==> src/hdl/eoc_defines.vh <==
// constants for the external oscillator control block
//
// Overview of operation
// - control register at address 0x9f, page 0x0f, all bits reset to zero
// - bit 7 read-only crystal valid flag, 1 once crystal runs stable
// - mode field 00x switches the oscillator circuit off
// - mode 010 cmos clock input, 011 cmos clock halved
// - mode 100 rc oscillator, 101 capacitor oscillator
// - mode 110 crystal oscillator, 111 crystal oscillator halved
// - bit 3 unused, reads zero, software writes zero
// - bits 2:0 read-write drive range for crystal and rc modes
// - capacitor mode codes 000..111 pick eight rising k factors 0.87..1590
// - crystal mode uses both pins, other enabled modes only output pin, 00x neither pin
`ifndef EOC_DEFINES_VH
`define EOC_DEFINES_VH

`define EOC_CTRL_ADDR      8'h9f
`define EOC_CTRL_PAGE      8'h0f
`define EOC_CTRL_RESET     8'h00
`define EOC_VALID_BIT      7
`define EOC_MODE_HI        6
`define EOC_MODE_LO        4
`define EOC_UNUSED_BIT     3
`define EOC_DRIVE_HI       2
`define EOC_DRIVE_LO       0
`define EOC_MODE_CMOS      3'h2
`define EOC_MODE_CMOS_DIV  3'h3
`define EOC_MODE_RC        3'h4
`define EOC_MODE_CAP       3'h5
`define EOC_MODE_XTAL      3'h6
`define EOC_MODE_XTAL_DIV  3'h7
`define EOC_KF_0           18'd87
`define EOC_KF_1           18'd260
`define EOC_KF_2           18'd770
`define EOC_KF_3           18'd2200
`define EOC_KF_4           18'd6500
`define EOC_KF_5           18'd18000
`define EOC_KF_6           18'd66400
`define EOC_KF_7           18'd159000

`endif

==> src/hdl/eoc_clock_halver.v <==
// divide-by-two stage for the selected oscillator clock
`timescale 1ns/10ps
`default_nettype none

module eoc_clock_halver (
  input  wire clk,
  input  wire rst_n,
  input  wire enable,
  input  wire halve,
  input  wire src_level,
  output reg  clk_out
);

  reg prev_level;
  reg half_level;

  // track source edges and toggle on rising ones
  always @(posedge clk or negedge rst_n) begin
    if (!rst_n) begin
      prev_level <= 1'b0;
      half_level <= 1'b0;
      clk_out    <= 1'b0;
    end else if (!enable) begin
      prev_level <= src_level; // no false edge when enabled on a high pin
      half_level <= 1'b0;
      clk_out    <= 1'b0;
    end else begin
      prev_level <= src_level;
      if (src_level && !prev_level) begin
        half_level <= ~half_level;
      end
      clk_out <= halve ? half_level : src_level;
    end
  end

endmodule // eoc_clock_halver

`default_nettype wire

==> src/hdl/eoc_ext_osc_ctrl.v <==
// external oscillator control register and clock selection
`timescale 1ns/10ps
`default_nettype none
`include "eoc_defines.vh"

module eoc_ext_osc_ctrl (
  input  wire        clk,
  input  wire        rst_n,
  input  wire [7:0]  sfr_addr,
  input  wire [7:0]  sfr_page,
  input  wire        sfr_wr,
  input  wire        sfr_rd,
  input  wire [7:0]  sfr_wdata,
  output reg  [7:0]  sfr_rdata,
  output wire        sfr_hit,
  input  wire        crystal_stable,
  input  wire        oscillator_input_pin,
  input  wire        oscillator_output_pin,
  output wire        osc_enable,
  output wire        input_pin_claimed,
  output wire        output_pin_claimed,
  output wire        crystal_mode,
  output wire        rc_mode,
  output wire        cap_mode,
  output wire        cmos_mode,
  output wire [2:0]  drive_frequency_control,
  output reg  [17:0] k_factor_x100,
  output wire        ext_clk_out
);

  // ----------------------------------------------------------------
  // reset and pin synchronisers
  // ----------------------------------------------------------------
  // positions of the asynchronous inputs in the synchroniser bank
  localparam IN_PIN  = 0;
  localparam OUT_PIN = 1;
  localparam STABLE  = 2;
  localparam N_ASYNC = 3;

  reg                rst_meta;
  reg                rst_sync_n;
  wire [N_ASYNC-1:0] async_in;
  wire [N_ASYNC-1:0] async_sync;
  wire               in_pin_sync;
  wire               out_pin_sync;
  wire               stable_sync;
  genvar             gi;

  // reset release through two flops
  always @(posedge clk or negedge rst_n) begin
    if (!rst_n) begin
      rst_meta   <= 1'b0;
      rst_sync_n <= 1'b0;
    end else begin
      rst_meta   <= 1'b1;
      rst_sync_n <= rst_meta;
    end
  end

  // asynchronous inputs gathered into the bank
  assign async_in[IN_PIN]  = oscillator_input_pin;
  assign async_in[OUT_PIN] = oscillator_output_pin;
  assign async_in[STABLE]  = crystal_stable;

  // two flops per pin and detector input
  generate
    for (gi = 0; gi < N_ASYNC; gi = gi + 1) begin : g_sync
      reg sync_meta;
      reg sync_out;
      always @(posedge clk or negedge rst_sync_n) begin
        if (!rst_sync_n) begin
          sync_meta <= 1'b0;
          sync_out  <= 1'b0;
        end else begin
          sync_meta <= async_in[gi];
          sync_out  <= sync_meta;
        end
      end
      assign async_sync[gi] = sync_out;
    end
  endgenerate

  // only the second flop of each pair is read
  assign in_pin_sync  = async_sync[IN_PIN];
  assign out_pin_sync = async_sync[OUT_PIN];
  assign stable_sync  = async_sync[STABLE];

  // ----------------------------------------------------------------
  // control register
  // ----------------------------------------------------------------
  reg  [2:0] oscillator_mode_select;
  reg  [2:0] drive_field;
  reg        crystal_valid_flag;
  reg        next_valid_flag;
  reg  [7:0] next_rdata;
  wire       ctrl_sel;
  wire       ctrl_wr;
  wire       ctrl_rd;

  assign ctrl_sel = (sfr_addr == `EOC_CTRL_ADDR) && (sfr_page == `EOC_CTRL_PAGE);
  assign ctrl_wr  = ctrl_sel && sfr_wr;
  assign ctrl_rd  = ctrl_sel && sfr_rd;
  assign sfr_hit  = ctrl_wr || ctrl_rd;

  // mode field, reset zero leaves circuit off
  always @(posedge clk or negedge rst_sync_n) begin
    if (!rst_sync_n) begin
      oscillator_mode_select <= 3'h0;
    end else if (ctrl_wr) begin
      oscillator_mode_select <= sfr_wdata[`EOC_MODE_HI:`EOC_MODE_LO];
    end
  end

  always @(posedge clk or negedge rst_sync_n) begin
    if (!rst_sync_n) begin
      drive_field <= 3'h0;
    end else if (ctrl_wr) begin
      drive_field <= sfr_wdata[`EOC_DRIVE_HI:`EOC_DRIVE_LO];
    end
  end

  // valid only while crystal mode stable
  always @* begin
    next_valid_flag = crystal_mode && stable_sync;
  end

  // valid flag register, cleared outright outside crystal modes
  always @(posedge clk or negedge rst_sync_n) begin
    if (!rst_sync_n) begin
      crystal_valid_flag <= 1'b0;
    end else begin
      crystal_valid_flag <= next_valid_flag;
    end
  end

  // read data assembled, bit 3 zero
  always @* begin
    next_rdata = 8'h00;
    if (ctrl_rd) begin
      next_rdata[`EOC_VALID_BIT]              = crystal_valid_flag;
      next_rdata[`EOC_MODE_HI:`EOC_MODE_LO]   = oscillator_mode_select;
      next_rdata[`EOC_UNUSED_BIT]             = 1'b0;
      next_rdata[`EOC_DRIVE_HI:`EOC_DRIVE_LO] = drive_field;
    end
  end

  // read data register, zero outside read cycles
  always @(posedge clk or negedge rst_sync_n) begin
    if (!rst_sync_n) begin
      sfr_rdata <= 8'h00;
    end else begin
      sfr_rdata <= next_rdata;
    end
  end

  // ----------------------------------------------------------------
  // mode decode
  // ----------------------------------------------------------------
  // circuit off for 00x
  assign osc_enable   = oscillator_mode_select[2] | oscillator_mode_select[1];
  assign cmos_mode    = (oscillator_mode_select[2:1] == 2'h1);
  assign rc_mode      = (oscillator_mode_select == `EOC_MODE_RC);
  assign cap_mode     = (oscillator_mode_select == `EOC_MODE_CAP);
  assign crystal_mode = (oscillator_mode_select[2:1] == 2'h3);
  assign input_pin_claimed  = crystal_mode;
  assign output_pin_claimed = osc_enable;
  // range applied in crystal and rc
  assign drive_frequency_control = (crystal_mode || rc_mode) ? drive_field : 3'h0;

  reg [17:0] next_k_factor;

  always @* begin
    case (drive_field)
      3'h0:    next_k_factor = `EOC_KF_0;
      3'h1:    next_k_factor = `EOC_KF_1;
      3'h2:    next_k_factor = `EOC_KF_2;
      3'h3:    next_k_factor = `EOC_KF_3;
      3'h4:    next_k_factor = `EOC_KF_4;
      3'h5:    next_k_factor = `EOC_KF_5;
      3'h6:    next_k_factor = `EOC_KF_6;
      default: next_k_factor = `EOC_KF_7;
    endcase
    if (!cap_mode) begin
      next_k_factor = 18'd0; // meaningless outside capacitor mode
    end
  end

  // k factor register, needs 18 bits for the top code
  always @(posedge clk or negedge rst_sync_n) begin
    if (!rst_sync_n) begin
      k_factor_x100 <= 18'd0;
    end else begin
      k_factor_x100 <= next_k_factor;
    end
  end

  // ----------------------------------------------------------------
  // clock presentation
  // ----------------------------------------------------------------
  wire src_level;
  wire halve;

  // crystal senses input pin, others output pin
  assign src_level = crystal_mode ? in_pin_sync : out_pin_sync;
  assign halve     = oscillator_mode_select[0] && oscillator_mode_select[1];

  eoc_clock_halver u_halver (
    .clk       (clk),
    .rst_n     (rst_sync_n),
    .enable    (osc_enable),
    .halve     (halve),
    .src_level (src_level),
    .clk_out   (ext_clk_out)
  );

endmodule // eoc_ext_osc_ctrl

`default_nettype wire

==> config.mk <==
export PLATFORM = sky130hd
export DESIGN_NAME = eoc_ext_osc_ctrl
export DESIGN_NICKNAME = d
export VERILOG_FILES = /design/src/hdl/eoc_clock_halver.v /design/src/hdl/eoc_ext_osc_ctrl.v
export VERILOG_INCLUDE_DIRS = /design/src /design/src/hdl
export SDC_FILE = /design/constraint.sdc
export NUM_CORES = 1
export LEC_CHECK = 0
export ABC_CLOCK_PERIOD_IN_PS = 1300
export BUFFER_PORTS_ARGS = -buffer_cell sky130_fd_sc_hd__buf_4
export CORE_MARGIN = 2
export CORE_UTILIZATION = 41
export CTS_CLUSTER_DIAMETER = 40
export DETAILED_ROUTE_END_ITERATION = 16
export GPL_ROUTABILITY_DRIVEN = 0
export MAX_ROUTING_LAYER = met4
export PLACE_DENSITY = 0.85
export SYNTH_ARGS = -nofsm -noshare
export SYNTH_HDL_FRONTEND = slang
export SYNTH_SLANG_ARGS = --single-unit
==> constraint.sdc <==
create_clock -name clk -period 1.3 [get_ports clk]
set_input_delay 0.065 -clock clk [delete_from_list [all_inputs] [get_ports clk]]
set_output_delay 0.065 -clock clk [all_outputs]
set_load 0.03 [all_outputs]
==> flow_summary.ini, run 1 <==
[critical_path]
worstPathMaxFanout = 2
crit_start = sfr_page[6]
crit_arrival_ns = 1.45
worstReg2RegStart = oscillator_mode_select[1]
cp-end-kind = primary output
critPathLaunchType = input port
worstPathRequired_ns = 1.24
path_class = in -> out

[route]
drt-total-wl_um = 3365
drt_iter0_markers = 82
wl_per_cell_um = 13.20
ant_nets = 0
vias_per_cell = 4.753
drt_first_pass_iters = 4
drc = 0
routed-via-count = 1212

[layout]
final_cell_area_um2 = 2511
fillers = 262
diodes = 0
layout_common_cells = 66 x buf_4, 38 x dfrtp_1, 20 x buf_6, 6 x mux2_4
nNetsFinal = 237
drive_gt1_share_pct = 63.29
stdcell_count = 255
layout_commonest_cell = buf_4
multi_input_area_um2 = 545.5
area_growth_pct = 63.70
seq_area_um2 = 1003

[synth]
yosys.area.top_type = dfrtp_1
ys.flop_type = dfrtp_1
synth_edf_count = 0
synth_cell_types = 32
avgSynthCellArea_um2 = 13.11
synth_warnings = 0
synth_cells = 117
ys_ff_latch = 40
ys_seq_area_share_pct = 65.25
synth_area_leaders = dfrtp_1 65%, mux2_4 5.9%, buf_4 2.9%
async_flop_share_pct = 100.0
netlist_area_um2 = 1534
netlist.area_leader.share_pct = 65.25

[cts]
cts_made_buffers = 5
clockRootBuffer = clkbuf_8
h-tree-depth = 2
clk_latency_ns = 0.29
tritoncts = yes
path_clk_slew_ns = 0.08
clockBufferDepth = 2
clock_sinks = 40

[sta]
worst_pin_slew_ns = 0.5107
rsz0062_at_grt = true
setup_ws_ns = -0.2177
fin_crit_ns = 1.518
clock_skew_ns = 0.007731
tns_ns = -1.661
maxSlewHeadroom_pct = 65.95
period_share_pct = 116.7
max_freq_ghz = 0.6589
finalHoldViolCount = 0
setup_violations = 15
slew_viol_final = 0

[hold_path]
min_path_type = in -> reg
hp-start = sfr_wdata[2]

[power]
leakagePower_uw = 0.001361
irDropWorstVdd_v = 0.0006653
powerDensity_nw_per_um2 = 939.3

[grt]
use_met1_pct = 18.13
grt_pass1_vias = 1163
grt_overflow = 0
grt_util_met2_pct = 28.95
grtUsageMet3_pct = 4.623
grt_usage_pct = 16.77
antenna_found_initial = 0
grt_busiest_layer = met2
grt_max_degree = 39
grt_pass1_wl_um = 5264

[floorplan]
start_util_pct = 42.22
rows = 22
die_h_um = 65.17
io_pins = 69
die-width_um = 65.17
die_area_um2 = 4246
core_region_area_um2 = 3633

[outcome]
status = finished with violations
violations = setup timing

[run]
cap_violations = 0

[placed_design]
dpl.cell_count = 234
dp_hpwl_um = 2221
placed_cell_area_um2 = 2136
portBuffers = 64
-- worst max-delay path, stage by stage --
cell and delay, ns:
buf_6 0.09, or4b_4 0.53, nor4_4 0.34, buf_4 0.19
nand2_4 0.05, nand2_2 0.06, buf_6 0.13
-- per-stage QoR --
| step | utilization, % | hold WS [ns] | setup slack (ns) | power, uW |
|---|---|---|---|---|
| final | 69.11 | 0.007455 | -0.2177 | 2359 |
| after CTS | 66.77 | 0.003275 | -0.2157 | 2385 |
| after global placement | 58.78 | -0.1523 | -0.3307 | 1396 |
| after global routing | 69.11 | 0.0007880 | -0.2556 | 2454 |
| after detailed placement | 58.78 | -0.1514 | -0.3543 | 1399 |
| after floorplan | - | -0.2306 | -0.2678 | 1323 |
-- path summary, 6_finish.rpt --
path	end	slack [ns]	cells after the start
worst max-delay path	sfr_hit	-0.22	7
worst min-delay path	drive_field[2]	0.007	2
worst max register to register	u_halver.half_level	-0.10	5
worst min register to register	k_factor_x100[9]	0.26	1
max in group asynchronous	oscillator_mode_select[1]	0.68	1
min in group asynchronous	rst_sync_n	0.11	2
-- kinds of logic (layout without fill, tap and decap cells) --
kind of cell	Yosys count	count (layout)	synth area share (%)
compound gates	9	9	3.752
simple gates	41	41	17.37
mux	7	7	6.526
fa+ha+maj	1	1	0.6526
buf+inv	16	105	5.383
xor+xnor	1	1	0.5711
other cells	2	3	0.4896
flops	40	40	65.25
-- state kept, by name, summed over array words and instances (netlist names), 3 cells and up --
| signal | flops |
|---|---|
| k_factor_x100 | 15 |
| sfr_rdata | 7 |
| drive_field | 3 |
| g_sync.sync_meta | 3 |
| g_sync.sync_out | 3 |
| oscillator_mode_select | 3 |
-- layer usage --
metal,part of all wire (%),vias to the layer above
met5,0,-
met4,2.1,0
met3,6.6,10
met2,53,47
met1,38,595
li1,-,560
-- synth_stat cells, types with 2 or more instances --
library cell / number
dfrtp_1: 40
nor2_1: 8
inv_1: 7
buf_4: 6
mux2_4: 6
and2_1: 5
and3_2: 5
a211oi_1: 3
clkbuf_1: 3
nand2_1: 3
a21oi_1: 2
and3_1: 2
conb_1: 2
nand3_1: 2
nand4_1: 2
nor3_1: 2
o21a_1: 2
o21ai_0: 2
or3_1: 2
-- timing repair --
| action | 4_1_cts | 5_1_grt |
|---|---|---|
| pin swaps | 9 | 8 |
| hold buffers | 4 | 0 |
| gates resized for setup | 28 | 22 |
| endpoints found under the hold margin | 5 | 0 |
| buffers inserted | 9 | 6 |
| setup endpoints to repair | 14 | 26 |
-- where the power goes --
| group | leakage (uW) | switching, uW | internal [uW] |
|---|---|---|---|
| clock network | 0.0000552 | 397 | 569 |
| registers | 0.000535 | 4.55 | 1260 |
| logic | 0.000771 | 55.0 | 75.2 |
| total | 0.00136 | 456 | 1900 |
-- layout make-up --
type | instances | area share, %
Sequential cell | 40 | 39.96
Timing Repair Buffer | 90 | 30.29
Multi-Input combinational cell | 62 | 21.72
Clock buffer | 6 | 2.890
Tap cell | 48 | 2.392
Clock inverter | 2 | 1.395
Inverter | 7 | 1.345
Power figures use the tool's default switching activity.
==> run 2: changes to the inputs <==
Settings changed: ABC_CLOCK_PERIOD_IN_PS 1300 to 1350.
Clock period 1.3 ns to 1.35 ns, I/O delays scaled along.
==> flow_summary.ini, run 2 (synthesis results as in run 1) <==
[outcome]
status = finished with violations
violations = setup timing

[sta]
slew_viol_final = 0
finalHoldViolCount = 0
fin_crit_ns = 1.520
period_share_pct = 112.6
setup_violations = 17
rsz0062_at_grt = true
maxSlewHeadroom_pct = 64.57
setup_ws_ns = -0.1699
tns_ns = -1.567
whs_ns = 0.01025
max_freq_ghz = 0.6579
clock_skew_ns = 0.002955
worst_pin_slew_ns = 0.5314

[critical_path]
critPathLaunchType = input port
cp-end-kind = primary output
cpMostUsedCell = buf_6
worstReg2RegStart = oscillator_mode_select[1]
path_class = in -> out
crit_arrival_ns = 1.45
crit_start = sfr_page[6]
cp_cell_sequence = buf_6 -> or4b_4 -> nor4_4 -> buf_4 -> nand2_4 -> nand2_2 -> buf_6
crit_path_top_delay_cell = or4b_4
r2r_slack_ns = -0.07
worstPathMaxFanout = 3
worstPathRequired_ns = 1.28
max_stage_delay_ns = 0.54

[cts]
clockRootBuffer = clkbuf_8
h-tree-depth = 2
tritoncts = yes
cts_made_buffers = 5
clk_latency_ns = 0.28
clockBufferDepth = 2
clock_sinks = 40
path_clk_slew_ns = 0.08

[route]
drt-total-wl_um = 3879
drt_first_pass_iters = 4
ant_nets = 0
drt_iter0_markers = 87
drc = 0
wl_per_cell_um = 15.09
routed-via-count = 1230
vias_per_cell = 4.786

[grt]
grt_usage_pct = 19.00
grt_pass1_vias = 1197
grt_max_degree = 39
antenna_found_initial = 0
grt_pass1_wl_um = 5823
grt_overflow = 0

[layout]
nNetsFinal = 239
diodes = 0
fin_util_pct = 69.66
largest_reg_flops = 15
seq_area_um2 = 1003
final_cell_area_um2 = 2531
regMostFlops = k_factor_x100
stdcell_count = 257
multi_input_area_um2 = 560.5
area_growth_pct = 65.01
fillers = 269
layout_commonest_cell = buf_4
top_regs = k_factor_x100 (15), sfr_rdata (7)
layout_common_cells = 70 x buf_4, 38 x dfrtp_1, 18 x buf_6, 6 x mux2_4
drive_gt1_share_pct = 64.11

[floorplan]
die_h_um = 65.17
rows = 22
die_area_um2 = 4246
die-width_um = 65.17
start_util_pct = 42.22
io_pins = 69
core_region_area_um2 = 3633

[hold_path]
hp-start = sfr_wdata[5]
min_path_type = in -> reg

[power]
irDropWorstVdd_v = 0.0006649
leakagePower_uw = 0.001367
powerDensity_nw_per_um2 = 904.3

[placed_design]
portBuffers = 64
placed_cell_area_um2 = 2103
dp_hpwl_um = 2338
dpl.cell_count = 230

[run]
cap_violations = 0
run 2: routing by layer:
layer	vias up	track usage, %	routed length (um)
met5	-	-	0
met4	0	5.208	31
met3	5	4.623	189
met2	51	33.80	2182
met1	610	21.36	1476
li1	564	-	-
run 2: timing repair:
item,CTS,global route
resized for setup,34,15
hold buffers,4,0
endpoints found under the setup margin,11,32
endpoints found under the hold margin,5,0
setup buffers,13,3
pin swaps,10,7
run 2: where the power goes:
group | leakage, uW | internal, uW | switching [uW] | total, uW
Clock | 0.0000552 | 548 | 400 | 949
Combinational | 0.000776 | 71.6 | 52.8 | 124
Sequential | 0.000535 | 1210 | 4.96 | 1220
run 2: path summary, 6_finish.rpt:
kind | endpoint | cells past startpoint
hold reg to reg | drive_field[2] | 1
setup reg to reg | u_halver.half_level | 5
hold / removal | oscillator_mode_select[1] | 2
setup / recovery | sfr_hit | 7
max in group asynchronous | oscillator_mode_select[0] | 1
min in group asynchronous | rst_sync_n | 2
run 2: per-stage QoR:
stage               setup WS, ns  power [uW]
floorplan                -0.2203        1274
global placement         -0.2822        1342
detailed placement       -0.3086        1347
CTS                      -0.1532        2291
global route             -0.2209        2383
finish                   -0.1699        2289
run 2: layout make-up:
cell class                 count  area share, %
clock buffer                   6          2.867
tap                           48          2.373
timing repair buffer          92          30.35
multi-input combinational     62          22.15
inverter                       7          1.236
clock inverter                 2          1.384
sequential                    40          39.64
run 2: critical path: cells and delay by family:
kind / cells / cell delay [ns]
buf+inv: 3 / 0.39
simple gates: 4 / 0.99
